==> src/hdl/trap_unit_defines.svh <==
`ifndef TRAP_UNIT_DEFINES_SVH
`define TRAP_UNIT_DEFINES_SVH

// register port offsets
`define OFS_TRAP_FLAG 8'h00
`define OFS_TRAP_MASK 8'h01
`define OFS_VEC_SEGMENT 8'h02
`define OFS_VEC_SPACING 8'h03
`define OFS_TRAP_STATUS 8'h04

// widths
`define NUM_COND 9
`define NUM_CLASS_A 4
`define REG_W 16
`define ADDR_W 8

// condition bit positions in the flag register
`define BIT_SYSREQ0 0
`define BIT_STACK_OVER 1
`define BIT_STACK_UNDER 2
`define BIT_SOFT_BREAK 3
`define BIT_SYSREQ1 4
`define BIT_BAD_OPCODE 5
`define BIT_ACCESS_ERR 6
`define BIT_PROT_FAULT 7
`define BIT_WORD_OPERAND 8
`define CLASS_A_LO 0
`define CLASS_A_HI 3
`define CLASS_B_LO 4
`define CLASS_B_HI 8

// trap numbers
`define TNUM_RESET 7'h00
`define TNUM_SYSREQ0 7'h02
`define TNUM_STACK_OVER 7'h04
`define TNUM_STACK_UNDER 7'h06
`define TNUM_SOFT_BREAK 7'h08
`define TNUM_CLASS_B 7'h0A

// vector arithmetic
`define SPACING_BASE_SHIFT 5'h02
`define SPACING_RESET 2'h0
`define SEGMENT_RESET 8'h00
`define MASK_RESET 9'h000
`define VEC_OFS_CLASS_B 16'h0028

`endif

==> src/hdl/trap_unit_pkg.sv <==
`include "trap_unit_defines.svh"

package trap_unit_pkg;

  // service level of the trap currently running
  typedef enum logic [1:0] {
    LVL_NONE = 2'b00,
    LVL_B = 2'b01,
    LVL_A = 2'b10
  } level_t;

  typedef struct packed {
    logic [`NUM_COND-1:0] flags;
    logic [`NUM_COND-1:0] mask;
    logic [`NUM_COND-1:0] pend;
    logic [7:0] vector_segment_select;
    logic [1:0] spacing;
    level_t act;
    level_t sav;
    logic [`REG_W-1:0] rdata;
    logic boot;
    logic branchValid;
    logic [23:0] branchAddr;
    logic [6:0] branchNum;
  } trap_state_t;

endpackage

==> src/hdl/vector_address_calc.sv <==
`timescale 1ns/1ps
`default_nettype none
`include "trap_unit_defines.svh"

module vector_address_calc (
  // vector table placement
  input wire logic [7:0] vecSegment,
  input wire logic [1:0] vecSpacing,
  // selected trap number
  input wire logic [6:0] trapNum,
  // full branch target
  output logic [23:0] vecAddr
);

  logic [4:0] shiftAmt;
  logic [15:0] offset;

  // spacing field 0 gives 4-byte steps, each step doubles it
  assign shiftAmt = `SPACING_BASE_SHIFT + {3'h0, vecSpacing};
  assign offset = 16'({9'h000, trapNum} << shiftAmt);
  assign vecAddr = {vecSegment, offset};

endmodule // vector_address_calc

`default_nettype wire

==> src/hdl/hardware_trap_unit.sv <==
`timescale 1ns/1ps
`default_nettype none
`include "trap_unit_defines.svh"

module hardware_trap_unit
  import trap_unit_pkg::*;
(
  // clock and reset
  input wire logic core_clk,
  input wire logic rst_b,
  // register port
  input wire logic [`ADDR_W-1:0] regAddr,
  input wire logic [`REG_W-1:0] regWdata,
  input wire logic regWr,
  input wire logic regRd,
  output logic [`REG_W-1:0] regRdata,
  // trap conditions, one-cycle pulses
  input wire logic [`NUM_COND-1:0] trapCond,
  // software trap instruction
  input wire logic swTrapReq,
  input wire logic [6:0] swTrapNum,
  output logic swTrapAck,
  // end of a trap service routine
  input wire logic trapReturn,
  // branch to program flow
  output logic branchValid,
  output logic [23:0] branchAddr,
  output logic [6:0] branchTrapNum,
  // towards interrupt controller
  output logic blockIntPec,
  output logic [1:0] activeLevel,
  output logic irq
);

  trap_state_t s_ff;
  trap_state_t nxt_s;
  logic [6:0] selNum;
  logic [23:0] selAddr;
  level_t effAct;
  level_t effSav;
  logic flagClr;
  logic [`NUM_COND-1:0] allPend;
  logic [`NUM_CLASS_A-1:0] pendA;
  logic [1:0] idxA;

  // lowest index wins: lower numbers rank higher within class A
  function automatic logic [1:0] first_set(input logic [`NUM_CLASS_A-1:0] vec);
    logic [1:0] idx;
    idx = 2'h0;
    for (int i = `NUM_CLASS_A - 1; i >= 0; i--) begin
      if (vec[i]) begin
        idx = 2'(i);
      end
    end
    return idx;
  endfunction

  function automatic logic [6:0] class_a_num(input logic [1:0] idx);
    logic [6:0] num;
    case (idx)
      2'h0: num = `TNUM_SYSREQ0;
      2'h1: num = `TNUM_STACK_OVER;
      2'h2: num = `TNUM_STACK_UNDER;
      2'h3: num = `TNUM_SOFT_BREAK;
      default: num = `TNUM_SYSREQ0;
    endcase
    return num;
  endfunction

  vector_address_calc u_vec (
    .vecSegment(s_ff.vector_segment_select),
    .vecSpacing(s_ff.spacing),
    .trapNum(selNum),
    .vecAddr(selAddr)
  );

  always_comb begin
    nxt_s = s_ff;
    nxt_s.branchValid = 1'b0;
    nxt_s.rdata = '0;
    selNum = `TNUM_RESET;
    swTrapAck = 1'b0;
    flagClr = regRd && (regAddr == `OFS_TRAP_FLAG);

    // register reads, data shown in the next cycle only
    if (regRd) begin
      case (regAddr)
        `OFS_TRAP_FLAG: nxt_s.rdata = {7'h00, s_ff.flags};
        `OFS_TRAP_MASK: nxt_s.rdata = {7'h00, s_ff.mask};
        `OFS_VEC_SEGMENT: nxt_s.rdata = {8'h00, s_ff.vector_segment_select};
        `OFS_VEC_SPACING: nxt_s.rdata = {14'h0000, s_ff.spacing};
        `OFS_TRAP_STATUS: nxt_s.rdata = {3'h0, s_ff.pend, s_ff.sav, s_ff.act};
        default: nxt_s.rdata = '0;
      endcase
    end

    if (regWr) begin
      case (regAddr)
        `OFS_TRAP_MASK: nxt_s.mask = regWdata[`NUM_COND-1:0];
        `OFS_VEC_SEGMENT: nxt_s.vector_segment_select = regWdata[7:0];
        `OFS_VEC_SPACING: nxt_s.spacing = regWdata[1:0];
        default: nxt_s.mask = s_ff.mask;
      endcase
    end

    // a new occurrence beats a read-clear in the same cycle
    nxt_s.flags = (flagClr ? '0 : s_ff.flags) | trapCond;

    // return first, so a waiting trap can start in the same cycle
    effAct = s_ff.act;
    effSav = s_ff.sav;
    if (trapReturn && s_ff.act != LVL_NONE) begin
      effAct = s_ff.sav;
      effSav = LVL_NONE;
    end
    nxt_s.act = effAct;
    nxt_s.sav = effSav;

    allPend = s_ff.pend | trapCond;
    pendA = allPend[`CLASS_A_HI:`CLASS_A_LO];
    idxA = first_set(pendA);
    nxt_s.pend = allPend;

    if (s_ff.boot) begin
      // reset branches to offset zero of the vector segment
      selNum = `TNUM_RESET;
      nxt_s.boot = 1'b0;
      nxt_s.branchValid = 1'b1;
    end else if (|pendA && effAct != LVL_A) begin
      // class A preempts the program and any class B service
      selNum = class_a_num(idxA);
      nxt_s.pend[idxA] = 1'b0;
      nxt_s.sav = effAct;
      nxt_s.act = LVL_A;
      nxt_s.branchValid = 1'b1;
    end else if (|allPend[`CLASS_B_HI:`CLASS_B_LO] && effAct == LVL_NONE) begin
      // shared vector: all waiting class B causes are served at once
      selNum = `TNUM_CLASS_B;
      nxt_s.pend[`CLASS_B_HI:`CLASS_B_LO] = '0;
      nxt_s.act = LVL_B;
      nxt_s.branchValid = 1'b1;
    end else if (swTrapReq) begin
      // software trap keeps the current level and leaves flags alone
      selNum = swTrapNum;
      swTrapAck = 1'b1;
      nxt_s.branchValid = 1'b1;
    end
    nxt_s.branchNum = selNum;
    nxt_s.branchAddr = nxt_s.branchValid ? selAddr : s_ff.branchAddr;
  end

  always_ff @(posedge core_clk or negedge rst_b) begin
    if (!rst_b) begin
      s_ff <= '{flags: '0, mask: `MASK_RESET, pend: '0, vector_segment_select: `SEGMENT_RESET,
                spacing: `SPACING_RESET, act: LVL_NONE, sav: LVL_NONE, rdata: '0,
                boot: 1'b1, branchValid: 1'b0, branchAddr: 24'h00_0000,
                branchNum: `TNUM_RESET};
    end else begin
      s_ff <= nxt_s;
    end
  end

  assign regRdata = s_ff.rdata;
  assign branchValid = s_ff.branchValid;
  assign branchAddr = s_ff.branchAddr;
  assign branchTrapNum = s_ff.branchNum;
  assign activeLevel = s_ff.act;
  // mask only gates the interrupt line, never the trap branch itself
  assign irq = |(s_ff.flags & s_ff.mask);
  assign blockIntPec = (s_ff.act != LVL_NONE);
endmodule // hardware_trap_unit

`default_nettype wire

==> config.mk <==
export PLATFORM = sky130hd
export DESIGN_NAME = hardware_trap_unit
export DESIGN_NICKNAME = d
export VERILOG_FILES = /design/src/hdl/trap_unit_pkg.sv /design/src/hdl/vector_address_calc.sv /design/src/hdl/hardware_trap_unit.sv
export VERILOG_INCLUDE_DIRS = /design/src /design/src/hdl
export SDC_FILE = /design/constraint.sdc
export NUM_CORES = 1
export LEC_CHECK = 0
export BUFFER_PORTS_ARGS = -buffer_cell sky130_fd_sc_hd__buf_2
export CORE_MARGIN = 2
export CORE_UTILIZATION = 40
export CTS_CLUSTER_DIAMETER = 60
export DETAILED_ROUTE_END_ITERATION = 8
export PLACE_DENSITY_LB_ADDON = 0.2
export SYNTH_ARGS = -nofsm -noshare
export SYNTH_HDL_FRONTEND = slang
export SYNTH_SLANG_ARGS = --single-unit
==> constraint.sdc <==
create_clock -name core_clk -period 5.2 [get_ports core_clk]
set_input_delay 0.78 -clock core_clk [delete_from_list [all_inputs] [get_ports core_clk]]
set_output_delay 0.78 -clock core_clk [all_outputs]
set_load 0.02 [all_outputs]
=== Word level (Yosys, flattened, before mapping) ===
Cells that the tools add are included.
Widths: inputs -> output; s select.

* Register bits: 90
* Bits of input ports: 46
* Output and inout port bits: 53
* Word-level logic and storage cells: 75

* Add/subtract/negate cells: 1
* Magnitude comparators: 2
* Equality and inequality tests: 8
* Shift operators: 1
* Mux-type cells: 31
* Bitwise gates (word level): 5
* Reductions and logical operators: 15

{| class="wikitable"
|+ Operator list
! operator !! count
|-
| $pmux 13 s5 || 1
|-
| $mux 7 || 4
|-
| $pmux 7 s4 || 1
|-
| $and 9x9->9 || 2
|-
| $mux 2 || 9
|-
| $mux 9 || 2
|-
| $or 9x9->9 || 2
|-
| $eq 8x2->1 const B || 2
|-
| $shl 7x5->16 || 1
|-
| $mux 13 || 1
|-
| $mux 5 || 2
|-
| $not 4->9 || 1
|-
| $reduce_or 9->1 || 1
|-
| $eq 8x1->1 const B || 1
|-
| $eq 8x3->1 const B || 1
|-
| $logic_not 8->1 || 1
|-
| $mux 1 || 8
|-
| $mux 4 || 2
|-
| $reduce_and 2->1 || 3
|-
| $logic_and 1x1->1 || 5
|-
| $lt 2x5->1 const B || 1
|-
| $reduce_or 5->1 || 1
|-
| $eq 2x2->1 const B || 2
|-
| $logic_not 2->1 || 2
|-
| other kinds (7) || 7
|}

=== Logic depth before layout (Yosys ltp) ===
* Depth in word-level cells: 13
* Gate-level depth with buffers: 8
* Gate-level depth less buffers: 8

=== By module ===
Synthesis repeated with hierarchy kept, for this count alone.

* Cells, all modules: 376
* Area, all modules: 4403.0 um^2

{| class="wikitable"
|+ Modules (own cells, without submodules)
! module !! times used !! cells each !! area each (um^2) !! seq. area each (um^2)
|-
| hardware_trap_unit || 1 || 341 || 4124.0 || 2178.3
|-
| vector_address_calc || 1 || 35 || 279.0 || 0.0
|}

=== Worst setup path after synthesis ===
OpenSTA, ideal clock, no wires.

* Path kind: input -> output
* Start point: input port trapCond[0]
* End point: output port swTrapAck
* Arrival time: 1.883 ns
* Data required time: 4.420 ns
* Path slack: 2.537 ns
* Stages: 5
* Path buffers: 1
* Cells stage by stage: nor4_2 nand2_1 o211a_1 nor3b_2 buf_2

* Longest elaborated chain between the ends: 5

{| class="wikitable"
|+ Ends and longest elaborated chain
! element !! RTL line !! RTL
|-
| start: declaration || hardware_trap_unit.sv:18 || <nowiki>input wire logic [`NUM_COND-1:0] trapCond,</nowiki>
|-
| $or 9x9->9 || hardware_trap_unit.sv:119 || <nowiki>allPend = s_ff.pend | trapCond;</nowiki>
|-
| $reduce_or 4->1 || hardware_trap_unit.sv:129 || <nowiki>end else if (|pendA && effAct != LVL_A) begin</nowiki>
|-
| $logic_and 1x1->1 || hardware_trap_unit.sv:129 ||
|-
| $mux 1 || hardware_trap_unit.sv:129 ||
|-
| $mux 1 || hardware_trap_unit.sv:124 || <nowiki>if (s_ff.boot) begin</nowiki>
|-
| end: declaration || hardware_trap_unit.sv:22 || <nowiki>output logic swTrapAck,</nowiki>
|}

No other way between the ends.

=== Final worst setup path ===
* Start point: input port trapCond[4]
* End point: output port swTrapAck

* Longest elaborated chain between the ends: 6

{| class="wikitable"
|+ Ends and longest elaborated chain
! element !! RTL line !! RTL
|-
| $or 9x9->9 || hardware_trap_unit.sv:119 ||
|-
| $reduce_or 5->1 || hardware_trap_unit.sv:136 || <nowiki>end else if (|allPend[`CLASS_B_HI:`CLASS_B_LO] && effAct == LVL_NONE) begin</nowiki>
|-
| $logic_and 1x1->1 || hardware_trap_unit.sv:136 ||
|-
| $mux 1 || hardware_trap_unit.sv:136 ||
|-
| $mux 1 || hardware_trap_unit.sv:129 ||
|-
| $mux 1 || hardware_trap_unit.sv:124 ||
|}

No other way between the ends.

==> out/qor.yml <==
run_status: "finished, final reports clean"
drt-met1-wl_um: 3960
path_common_cell: "buf_2"
worst_slew_pin_slew_ns: 0.799
dr_total_vias: 2722
multi_input_area_sq_um: 1540
pin_count: 99
hold_viol: 0
wl_met2_um: 4010
crit_start: "trapCond[4]"
async_flop_share_pct: 100
fmax_ghz: 0.295
drc_errors: 0
seq_area_sq_um: 2130
fin_crit_sh_pct: 65.1
holdCritPathClass: "input port to async pin"
seq_area_frac_synth_pct: 52.2
cellLeakagePower_uw: 0.00223
grt_pass1_vias: 2663
die_w_um: 105
cts.path.max_buffers: 2
setup_viol: 0
relSlewSlack_pct: 46.4
nFillCells: 970
cts_setup_buffers: 0
crit_buf_inv: 2
cts_made_buffers: 9
drive_gt1_share_pct: 38.5
ys.flop_type: "dfrtp_1"
layout_common_cells: "buf_2, dfrtp_1, nand2_1"
gp_congestion: 0.810
die-area_sq_um: 11000
ys_types: 53
cpMaxStageDelayCell: "nor3b_2"
fp.coreArea_sq_um: 9820
arrival_ns: 2.61
port-buffer-count: 86
clock-skew-final_ns: 0.00773
grt_overflow: 0
critPathRequiredTime_ns: 4.42
report.final.slew_viol_count: 0
start_util_pct: 41.5
wl_met3_um: 545
setup.worst_path.class: "input port to output port"
std_cell_rows: 36
drt_first_pass_iters: 5
cp_slowest_stage_delay_ns: 0.54
total_power_uw: 1640
final_common_cell: "buf_2"
fin_tns_setup_ns: 0
detail-route-antenna-nets: 0
end_kind: "output port"
die_h_um: 105
clock_latency_ns: 0.34
cts_tree: "built"
antenna_cells: 0
ir_drop_mv: 0.128
vias_per_cell: 5.16
clkSinkCount: 85
cap_violations: 0
post_cts_resize_count: 0
p_per_area_nw_per_um2: 361
synth_area_per_cell_sq_um: 11.9
hpwl_um: 6340
top_layer_used: "met4"
grt_max_degree: 58
clockRootBuffer: "clkbuf_8"
synth_cells: 342
start_kind: "input port"
r2r_start: "s_ff[67]"
ys_ff_latch: 85
fin_crit_ns: 3.39
areaGrowthSynthToFinish_pct: 11.2
crit_family: "simple AND/OR/NAND/NOR gates"
post_drt_wl_per_cell_um: 16.2
ys.warnings.count: 0
synth_edf_count: 0
wl_um: 8580
cts_max_level: 3
drt-initial-drc-count: 106
synth_area_sq_um: 4070
grt_pass1_wl_um: 14100
nets: 439
critical_path.max_fanout: 11
track_usage_pct: 16.3
cp_cell_sequence: "buf_2 -> nor4_1 -> nand4_1 -> o211a_1 -> nor3b_2 -> buf_2"
rsz0062_at_grt: "no"
cts_hold_buf: 0
clk_pin_slew_ns: 0.09
antenna_found_initial: 0
cell type report:
cell class                 count  share of cell area [%]
sequential                    85                    47.0
tap                          133                    3.67
inverter                       5                   0.414
clock buffer                  11                    3.12
clock inverter                 5                    1.82
timing repair buffer          89                    10.1
multi-input combinational    200                    33.9
state kept, by name (all words and copies together) (netlist names):
| signal | flops |
|---|---|
| s_ff | 40 |
| regRdata | 13 |
| activeLevel | 2 |
| branchAddr | 22 |
| branchValid | 1 |
| branchTrapNum | 7 |
synth_stat cells, types with 5 or more instances:
cell type	number	area, sq um
a21o_1	10	75.1
a21oi_1	14	70.1
a222oi_1	10	100
a22oi_1	6	45.0
and2_1	11	68.8
and3_1	5	31.3
buf_4	51	383
dfrtp_1	84	2100
inv_1	5	18.8
mux2_2	12	135
mux2_4	18	270
nand2_1	26	97.6
nor2_1	22	82.6
metrics by stage:
stage                     cells  hold WS [ns]  utilization [%]  instance area (sq um)  setup WS [ns]
after detailed placement    512         0.468             43.8                   4310           1.78
after global routing        528         0.355             46.1                   4530           1.63
after global placement      512         0.464             43.8                   4310           1.84
final                       528         0.348             46.1                   4530           1.81
after floorplan             347         0.455                -                   4090           2.54
after CTS                   528         0.342             46.1                   4530           1.78
per-layer routing:
layer	vias to the layer above	track usage, %
li1	1267	-
met1	1355	23.1
met2	94	24.7
met3	6	4.05
met4	0	5.14
met5	-	0
worst register-to-register path, stage by stage, from the launching register on:
cell and delay (ns):
dfrtp_1 0.40, nor4_1 0.32, nand4_1 0.25, o211a_1 0.32, nor3_2 0.62, buf_4 0.32
inv_1 0.07, nand2_1 0.17, o221ai_1 0.14
worst paths after layout:
kind | to | slack, ns | cells after the start
max | swTrapAck | 1.81 | 6
min | branchAddr[19] | 0.35 | 1
max reg2reg | branchAddr[7] | 2.45 | 8
min reg2reg | branchAddr[12] | 0.49 | 1
max in group asynchronous | s_ff[88] | 3.82 | 2
min in group core_clk | branchAddr[12] | 0.49 | 1
where the power goes:
part	internal, uW	switching, uW	leakage [uW]
sequential	727	60.4	0.00108
combinational	127	199	0.00104
clock	286	237	0.000114
kinds of logic after synthesis:
logic type      after synthesis  synth area share (%)
flops                        85                  52.2
buf+inv                      62                  10.5
fa+ha+maj                     3                 0.921
simple gates                 93                  13.5
other cells                   1                0.0920
mux                          33                  10.7
compound gates               65                  12.0
Power figures use the tool's default switching activity.
